--- src/rtl/wdsh_map.vh ---
// Constants of the watchdog service handshake block: register offsets,
// field positions, reset values and slow-oscillator cycle windows.
// Assumes an APB slave with 32-bit data, one aligned word per register.
`ifndef WDSH_MAP_VH
`define WDSH_MAP_VH

// ============================================================
// Register byte offsets
`define WDSH_OFS_CTRL      8'h00
`define WDSH_OFS_KICK      8'h04
`define WDSH_OFS_COUNT     8'h08
`define WDSH_OFS_WARN_LIM  8'h0c
`define WDSH_OFS_UPPER_LIM 8'h10
`define WDSH_OFS_ACTION    8'h14
`define WDSH_OFS_STATUS    8'h18

// ============================================================
// Field positions
`define WDSH_CTRL_EN       0
`define WDSH_KICK_BIT      0
`define WDSH_ACT_WARN_LSB  0
`define WDSH_ACT_UPPER_LSB 2
`define WDSH_ST_WARN       0
`define WDSH_ST_UPPER      1
`define WDSH_ST_HS_OPEN    2

// ============================================================
// Response encodings of a two-bit action field
`define WDSH_ACT_NONE      2'h0
`define WDSH_ACT_IRQ       2'h1
`define WDSH_ACT_FAULT     2'h2
`define WDSH_ACT_RESET     2'h3

// ============================================================
// Reset values
`define WDSH_RST_CTRL      1'h0
`define WDSH_RST_ACTION    4'h0
`define WDSH_RST_WARN_LIM  16'h8000
`define WDSH_RST_UPPER_LIM 16'hffff

// ============================================================
// Slow-oscillator cycle windows
`define WDSH_LATE_CYCLES   3'h4
`define WDSH_WAKE_CYCLES   2'h2

`endif

--- src/rtl/wdsh_tick.v ---
// Rising-edge detector that turns the slow oscillator level into a
// one-cycle tick. Assumes the oscillator input is synchronous to the clock.
`timescale 1ns/1ps

module wdsh_tick
(
  // Clock and reset
  input  wire i_clk,
  input  wire i_srst,
  // Oscillator level and tick
  input  wire i_level,
  output reg  o_tick
);

  reg level_q;

  // ============================================================
  // Edge detect
  always @(posedge i_clk)
  begin
    if (i_srst)
    begin
      level_q <= 1'b0;
      o_tick  <= 1'b0;
    end
    else
    begin
      level_q <= i_level;
      o_tick  <= i_level & ~level_q;
    end
  end

endmodule

--- src/rtl/wdsh_thresh.v ---
// Threshold comparator: one-cycle hit when the count first equals the limit.
// Assumes count and limit are stable registers in the same clock domain.
`timescale 1ns/1ps

module wdsh_thresh
#(
  parameter CW = 16
)
(
  // Clock and reset
  input  wire          i_clk,
  input  wire          i_srst,
  // Compare inputs
  input  wire          i_arm,
  input  wire [CW-1:0] i_count,
  input  wire [CW-1:0] i_limit,
  // Hit pulse
  output reg           o_hit
);

  reg eq_q;

  // ============================================================
  // Match and rising-edge of the match
  always @(posedge i_clk)
  begin
    if (i_srst)
    begin
      eq_q  <= 1'b0;
      o_hit <= 1'b0;
    end
    else
    begin
      eq_q  <= i_arm & (i_count == i_limit);
      o_hit <= i_arm & (i_count == i_limit) & ~eq_q;
    end
  end

endmodule

--- src/rtl/wdsh_top.v ---
// Watchdog counter on the slow oscillator with its service handshake,
// including the late-service-before-sleep hazard and its wakeup window.
// Assumes an APB master on I_CLOCK and synchronous sleep/oscillator inputs.
`timescale 1ns/1ps
`include "wdsh_map.vh"

module wdsh_top
#(
  parameter CW = 16
)
(
  // Clock and reset
  input  wire        I_CLOCK,
  input  wire        I_SRST,
  // APB slave
  input  wire        I_PSEL,
  input  wire        I_PENABLE,
  input  wire        I_PWRITE,
  input  wire [7:0]  I_PADDR,
  input  wire [31:0] I_PWDATA,
  output reg  [31:0] O_PRDATA,
  output reg         O_PREADY,
  output reg         O_PSLVERR,
  // Slow oscillator and power state
  input  wire        I_SLOW_INTERNAL_OSC,
  input  wire        I_DEEP_LOW_POWER_STATE,
  // Watchdog responses
  output reg         O_IRQ,
  output reg         O_FAULT,
  output reg         O_RESET_REQ
);

  // ============================================================
  // Declarations
  wire          tick;
  wire          warn_hit;
  wire          upper_hit;
  wire          access;
  wire          wr_fire;
  wire          rd_take;
  wire          addr_ok;
  wire          enter_sleep;
  wire          service_now;
  wire          lost_window;
  wire          kick_write;
  wire          kick_ready;
  reg           enable;
  reg  [3:0]    action;
  reg  [CW-1:0] warn_limit;
  reg  [CW-1:0] upper_limit;
  reg  [CW-1:0] wdog_count_value;
  reg           kick_pending;
  reg  [2:0]    since_service;
  reg           hs_open;
  reg  [1:0]    wake_ticks;
  reg           sleep_q;
  reg           warn_flag;
  reg           upper_flag;
  reg  [31:0]   next_rdata;
  reg           next_irq;
  reg           next_fault;
  reg           next_reset;

  // ============================================================
  // Slow oscillator tick
  wdsh_tick u_tick
  (
    .i_clk   (I_CLOCK),
    .i_srst  (I_SRST),
    .i_level (I_SLOW_INTERNAL_OSC),
    .o_tick  (tick)
  );

  // ============================================================
  // Threshold comparators
  wdsh_thresh #(.CW(CW)) u_warn
  (
    .i_clk   (I_CLOCK),
    .i_srst  (I_SRST),
    .i_arm   (enable),
    .i_count (wdog_count_value),
    .i_limit (warn_limit),
    .o_hit   (warn_hit)
  );

  wdsh_thresh #(.CW(CW)) u_upper
  (
    .i_clk   (I_CLOCK),
    .i_srst  (I_SRST),
    .i_arm   (enable),
    .i_count (wdog_count_value),
    .i_limit (upper_limit),
    .o_hit   (upper_hit)
  );

  // ============================================================
  // APB phase decode: one wait state, write acts at the ready edge
  assign access  = I_PSEL & I_PENABLE;
  assign rd_take = access & ~O_PREADY;
  assign wr_fire = access & O_PREADY & I_PWRITE & ~O_PSLVERR;
  assign addr_ok = (I_PADDR == `WDSH_OFS_CTRL)
                 | (I_PADDR == `WDSH_OFS_KICK)
                 | (I_PADDR == `WDSH_OFS_COUNT)
                 | (I_PADDR == `WDSH_OFS_WARN_LIM)
                 | (I_PADDR == `WDSH_OFS_UPPER_LIM)
                 | (I_PADDR == `WDSH_OFS_ACTION)
                 | (I_PADDR == `WDSH_OFS_STATUS);

  // ============================================================
  // Service path terms
  assign kick_write  = wr_fire & (I_PADDR == `WDSH_OFS_KICK)
                     & I_PWDATA[`WDSH_KICK_BIT];
  assign service_now = tick & kick_pending & enable;
  assign enter_sleep = I_DEEP_LOW_POWER_STATE & ~sleep_q;
  assign lost_window = hs_open & ~sleep_q;
  assign kick_ready  = ~kick_pending & ~hs_open;

  // ============================================================
  // APB answer: ready, error and read data
  always @(posedge I_CLOCK)
  begin
    if (I_SRST)
    begin
      O_PREADY  <= 1'b0;
      O_PSLVERR <= 1'b0;
      O_PRDATA  <= 32'h0;
    end
    else
    begin
      O_PREADY  <= rd_take;
      O_PSLVERR <= rd_take & ~addr_ok;
      if (rd_take)
        O_PRDATA <= next_rdata;
    end
  end

  // ============================================================
  // Read multiplexer; reading the count leaves it running
  always @*
  begin
    next_rdata = 32'h0;
    if (~I_PWRITE)
    begin
      case (I_PADDR)
        `WDSH_OFS_CTRL:
          next_rdata[`WDSH_CTRL_EN] = enable;
        `WDSH_OFS_KICK:
          next_rdata[`WDSH_KICK_BIT] = ~kick_ready;
        `WDSH_OFS_COUNT:
          next_rdata[CW-1:0] = wdog_count_value;
        `WDSH_OFS_WARN_LIM:
          next_rdata[CW-1:0] = warn_limit;
        `WDSH_OFS_UPPER_LIM:
          next_rdata[CW-1:0] = upper_limit;
        `WDSH_OFS_ACTION:
          next_rdata[3:0] = action;
        `WDSH_OFS_STATUS:
        begin
          next_rdata[`WDSH_ST_WARN]    = warn_flag;
          next_rdata[`WDSH_ST_UPPER]   = upper_flag;
          next_rdata[`WDSH_ST_HS_OPEN] = hs_open;
        end
        default:
          next_rdata = 32'h0;
      endcase
    end
  end

  // ============================================================
  // Configuration registers
  always @(posedge I_CLOCK)
  begin
    if (I_SRST)
    begin
      enable      <= `WDSH_RST_CTRL;
      action      <= `WDSH_RST_ACTION;
      warn_limit  <= `WDSH_RST_WARN_LIM;
      upper_limit <= `WDSH_RST_UPPER_LIM;
    end
    else if (wr_fire)
    begin
      case (I_PADDR)
        `WDSH_OFS_CTRL:
          enable <= I_PWDATA[`WDSH_CTRL_EN];
        `WDSH_OFS_WARN_LIM:
          warn_limit <= I_PWDATA[CW-1:0];
        `WDSH_OFS_UPPER_LIM:
          upper_limit <= I_PWDATA[CW-1:0];
        `WDSH_OFS_ACTION:
          action <= I_PWDATA[3:0];
        default:
          enable <= enable;
      endcase
    end
  end

  // ============================================================
  // Kick request: taken unless the wakeup window swallows it
  always @(posedge I_CLOCK)
  begin
    if (I_SRST)
      kick_pending <= 1'b0;
    else if (kick_write & ~lost_window)
      kick_pending <= 1'b1;
    else if (service_now)
      kick_pending <= 1'b0;
  end

  // ============================================================
  // Watchdog count: one step per slow cycle, cleared by a service
  always @(posedge I_CLOCK)
  begin
    if (I_SRST)
      wdog_count_value <= {CW{1'b0}};
    else if (service_now)
      wdog_count_value <= {CW{1'b0}};
    else if (tick & enable)
      wdog_count_value <= wdog_count_value + 1'b1;
  end

  // ============================================================
  // Slow cycles since the last service, saturating at the late window
  always @(posedge I_CLOCK)
  begin
    if (I_SRST)
      since_service <= `WDSH_LATE_CYCLES;
    else if (service_now)
      since_service <= 3'h0;
    else if (tick & (since_service != `WDSH_LATE_CYCLES))
      since_service <= since_service + 3'h1;
  end

  // ============================================================
  // Handshake state across sleep entry and wakeup
  always @(posedge I_CLOCK)
  begin
    if (I_SRST)
    begin
      sleep_q    <= 1'b0;
      hs_open    <= 1'b0;
      wake_ticks <= 2'h0;
    end
    else
    begin
      sleep_q <= I_DEEP_LOW_POWER_STATE;
      if (enter_sleep)
      begin
        wake_ticks <= 2'h0;
        if (service_now | (since_service != `WDSH_LATE_CYCLES))
          hs_open <= 1'b1;
      end
      else if (hs_open & ~sleep_q & tick)
      begin
        if (wake_ticks == `WDSH_WAKE_CYCLES - 2'h1)
        begin
          hs_open    <= 1'b0;
          wake_ticks <= 2'h0;
        end
        else
          wake_ticks <= wake_ticks + 2'h1;
      end
    end
  end

  // ============================================================
  // Sticky threshold flags: hit wins over a write-one-to-clear
  always @(posedge I_CLOCK)
  begin
    if (I_SRST)
    begin
      warn_flag  <= 1'b0;
      upper_flag <= 1'b0;
    end
    else
    begin
      if (warn_hit)
        warn_flag <= 1'b1;
      else if (wr_fire & (I_PADDR == `WDSH_OFS_STATUS)
               & I_PWDATA[`WDSH_ST_WARN])
        warn_flag <= 1'b0;
      if (upper_hit)
        upper_flag <= 1'b1;
      else if (wr_fire & (I_PADDR == `WDSH_OFS_STATUS)
               & I_PWDATA[`WDSH_ST_UPPER])
        upper_flag <= 1'b0;
    end
  end

  // ============================================================
  // Response selection from the action fields
  always @*
  begin
    next_irq   = (warn_flag & (action[1:0] == `WDSH_ACT_IRQ))
               | (upper_flag & (action[3:2] == `WDSH_ACT_IRQ));
    next_fault = (warn_flag & (action[1:0] == `WDSH_ACT_FAULT))
               | (upper_flag & (action[3:2] == `WDSH_ACT_FAULT));
    next_reset = (warn_flag & (action[1:0] == `WDSH_ACT_RESET))
               | (upper_flag & (action[3:2] == `WDSH_ACT_RESET));
  end

  // ============================================================
  // Registered response outputs
  always @(posedge I_CLOCK)
  begin
    if (I_SRST)
    begin
      O_IRQ       <= 1'b0;
      O_FAULT     <= 1'b0;
      O_RESET_REQ <= 1'b0;
    end
    else
    begin
      O_IRQ       <= next_irq;
      O_FAULT     <= next_fault;
      O_RESET_REQ <= next_reset;
    end
  end

endmodule

--- config.mk ---
export PLATFORM = sky130hd
export DESIGN_NAME = wdsh_top
export DESIGN_NICKNAME = d
export VERILOG_FILES = /design/src/rtl/wdsh_tick.v /design/src/rtl/wdsh_thresh.v /design/src/rtl/wdsh_top.v
export VERILOG_INCLUDE_DIRS = /design/src /design/src/rtl
export SDC_FILE = /design/constraint.sdc
export NUM_CORES = 1
export LEC_CHECK = 0
export BUFFER_PORTS_ARGS = -buffer_cell sky130_fd_sc_hd__buf_2
export CAP_MARGIN = 0
export CORE_MARGIN = 5
export CORE_UTILIZATION = 40
export CTS_CLUSTER_SIZE = 30
export DETAILED_ROUTE_END_ITERATION = 12
export GPL_TIMING_DRIVEN = 1
export PLACE_DENSITY = 0.63
export RECOVER_POWER = 50
export SYNTH_ARGS = -nofsm -noshare
export SYNTH_HDL_FRONTEND = slang
export SYNTH_SLANG_ARGS = --single-unit
--- constraint.sdc ---
create_clock -name I_CLOCK -period 3.6 [get_ports I_CLOCK]
set_input_delay 0.36 -clock I_CLOCK [delete_from_list [all_inputs] [get_ports I_CLOCK]]
set_output_delay 0.36 -clock I_CLOCK [all_outputs]
set_load 0.02 [all_outputs]
==> results.txt <==
----------------------------------------------------
[Setup path]
  End of the worst register-to-register path ... warn_limit[9]
  Cells along the critical path ... buf_2 -> or4_1 -> nor4_1 -> and3_1 -> buf_4 -> mux2i_1
  Kind of launch point of the worst setup path ... input port
  Path length in cells of the critical path ... 6
  Critical path's top delay family ... simple AND/OR/NAND/NOR gates
  Capturing instance or port of the critical path ... warn_limit[9]
  Source of the worst register-to-register timing path ... O_PREADY
  Endpoint type of the worst setup path ... register
  Data required time of the worst path ... 3870 ps
  Slowest stage delay, CP ... 960 ps
  Buffer and inverter count on the worst path ... 2
  CP Data Arrival Time ... between 2000 and 3000 ps
  Register-to-register setup slack ... about 1300 ps
  Cell count of the worst reg-to-reg path ... 5
  Critical path's slowest cell ... nor4_1
  Critical Setup Path Class ... input port to register
  Launching element of the worst setup path ... I_PADDR[0]
  Peak fanout along the critical path ... 15

[Synth]
  Top area cells in the synthesized netlist ... dfxtp_1, mux2i_1, xor2_1, nor2_1, nand2b_1
  Post-synth EDFFs ... 0
  Share of the synthesized area in the top cell type ... about two fifths
  Cell with the most instances after synthesis ... dfxtp_1
  Seq/Total Area, Yosys ... approximately 39%
  Synthesized area per cell ... a little under 9 um2
  Async set-or-reset flop fraction in the synthesized netlist ... 0%
  Most used flip-flop cell after synthesis ... dfxtp_1
  Post-synth top area cell ... dfxtp_1
  Number of cells produced by synthesis ... between 500 and 600
  Post-synth cell types ... 53
  Flops & latches, synth ... 90
  Number of warnings printed during yosys synthesis ... 0
  Netlist area before placement ... about 4600 um2
  Commonest cells post-synth ... dfxtp_1, nor2_1, mux2i_1, nand2b_1, xor2_1

[Global routing]
  Maximum number of pins on one net before global-route repair ... 48
  Wire length of the first global-routing pass ... roughly 17 mm
  Grt ovf ... 0
  Number of global-route vias before repair ... between 3000 and 4000
  Antenna violations before repair ... 1
  GRT Overall Usage ... about 16%

[Status]
  Run status ... complete, no violations

[STA]
  Slew HR ... around 7%
  RSZ-0062 raised after global routing ... no
  Achievable clock frequency ... between 300 and 400 MHz
  Total Neg Setup Slack ... 0 ps
  Setup Viol. Count Final ... 0
  Skew final ... about 8.7 ps
  Worst slack on hold paths ... between 200 and 300 ps
  Clock period minus final worst setup slack ... ~2700 ps
  Final period utilization ... between 70% and 80%
  Actual slew at the worst max-slew pin ... approximately 1400 ps
  Final max-slew violation count ... 0
  Final Hold Fails ... 0

[Final layout]
  Layout area overhead ... 10.6%
  Total of fill cells in the finished design ... ~1100
  # nets final ... 598
  Share of post-route cells with drive strength above 1 ... around a tenth
  Finished Core Util ... 44.8%
  Finished Layout Cells ... between 600 and 700
  Antenna diodes ... 0

[Placement]
  Post-DP HPWL ... 7.54 mm
  Post-placement cell count ... 680
  # port buffers ... slightly above 50
  Routability Congestion ... 0.838

[Power]
  Leakage power total ... 1.90 nW
  Maximum ir drop on the vdd rail ... between 0.2 and 0.25 mV
  Power per Cell Area ... 423 nW/um2

[Detailed routing]
  Post-DRT Antenna Nets ... 0
  DRT Wirelength ... 10.3 mm
  Detail-routed net length per standard cell ... around 15 um
  Drc violations ... 0
  DR pass1 iterations ... 4
  Number of violations reported at the end of detailed-routing iteration 0 ... 145
  Via count normalized by instance count ... 5.11
  Detailed-route via count ... approximately 3600

[Floorplanning]
  Chip Width ... ~120 um
  Count of standard-cell rows ... 39
  I/O pin count ... 84
  DIE AREA ... between 10000 and 15000 um2
  Initial core utilization ... about two fifths
  Vertical extent of the die ... 117 um
  Area of the core region ... 11300 um2

[Clocking]
  Hold buffer count at CTS ... 0
  Clock Root Buffer ... clkbuf_16
  TritonCTS clock tree ... yes
  Number of buffers between clock root and the deepest sink ... 2
  Number of clock buffers inserted by TritonCTS ... 9
  Total of cells resized after clock tree synthesis ... 0
  Setup bufs post-CTS ... 0
  CTS clock-pin slew for the worst setup and hold paths ... 60 ps
  CTS H-tree depth ... 3
  Clock network latency to the later pin of the worst-skew pair ... 340 ps
  Sinks on Clock Net ... 90

[Hold path]
  Path category of the worst min-delay check ... input port to register
  Hold Path Depth ... 2

[Run]
  Max-capacitance violation count ... 0

----------------------------------------------------
## cells by family after synthesis
logic type	share of synthesized area, %
other	0.0818
XOR/XNOR	8.22
buffers and inverters	7.43
adder cells (fa/ha/maj)	0.819
AND/OR/NAND/NOR	23.0
flip-flops	39.3
multiplexers	11.7
AO/OA/AOI/OAI	9.47
## worst min path at each step
stage	from	to	slack (ps)
after floorplan	u_tick.level_q	u_tick.o_tick	370
after global placement	u_tick.level_q	u_tick.o_tick	370
after detailed placement	u_tick.level_q	u_tick.o_tick	380
after CTS	I_SLOW_INTERNAL_OSC	u_tick.level_q	260
after global routing	I_PWDATA[12]	warn_limit[12]	280
final	I_SLOW_INTERNAL_OSC	u_tick.level_q	270
## metal layers
layer / up-vias / part of all wire, % / global-route usage, %
li1: 1801 / - / -
met1: 1673 / 47 / 20.3
met2: 69 / 46 / 25.3
met3: 15 / 4.6 / 3.55
met4: 2 / 2.1 / 7.19
met5: - / 0.19 / 0
## sequential cells by signal, summed over array words and instances, names as in the netlist, 2 cells and up
name and cells:
O_PRDATA 16, wdog_count_value 16, warn_limit 16, action 4
wake_ticks 2, upper_limit 16, since_service 3
## power by group
part           internal, mW  switching [mW]  leakage [nW]
clock                 0.625           0.384         0.156
sequential             1.00         0.00630         0.727
combinational        0.0445          0.0827          1.02
## worst register-to-register path, stage by stage (launching register included)
cell      delay, ps
dfxtp_1         390
nand3b_1        100
nor4_1          830
and3_1          330
buf_4           320
mux2i_1         240
## through the flow
stage                     cell area, um2  power (mW)  worst slack [ps]
final                               5070        2.14               902
after detailed placement            4790        1.16              1170
after CTS                           5110        2.16              1520
after floorplan                     4640        1.13              1590
after global routing                5070        2.22               740
after global placement              4790        1.16              1230
## cell type report
cell class | instances | area, um2 | area share, %
multi-input combinational | 384 | 2480 | 48.9
sequential | 90 | 1800 | 35.6
timing repair buffer | 55 | 258 | 5.09
clock buffer | 11 | 243 | 4.79
tap | 143 | 179 | 3.53
clock inverter | 5 | 77.6 | 1.53
inverter | 8 | 30.0 | 0.593
## placed cells by master (no fill, tap or decap), types with 3 or more instances in the layout
| cell | count |
|---|---|
| a22o_1 | 4 |
| nand2b_1 | 34 |
| nand3b_1 | 3 |
| a21oi_1 | 26 |
| nand3_1 | 11 |
| nor4_1 | 11 |
| o21ai_0 | 13 |
| clkbuf_1 | 23 |
| nor3_1 | 10 |
| clkbuf_16 | 9 |
| and3_1 | 3 |
| dfxtp_1 | 90 |
| a31oi_1 | 5 |
| buf_2 | 29 |
| nor2b_1 | 8 |
| xor2_1 | 34 |
| a22oi_1 | 4 |
| a221oi_1 | 3 |
| nand4_1 | 4 |
| buf_4 | 4 |
| mux2i_1 | 49 |
| inv_1 | 8 |
| xnor2_1 | 9 |
| nor2_1 | 77 |
| nand2_1 | 27 |
| ha_1 | 3 |
| conb_1 | 16 |
Note: power is estimated with default switching activity, not from simulation.
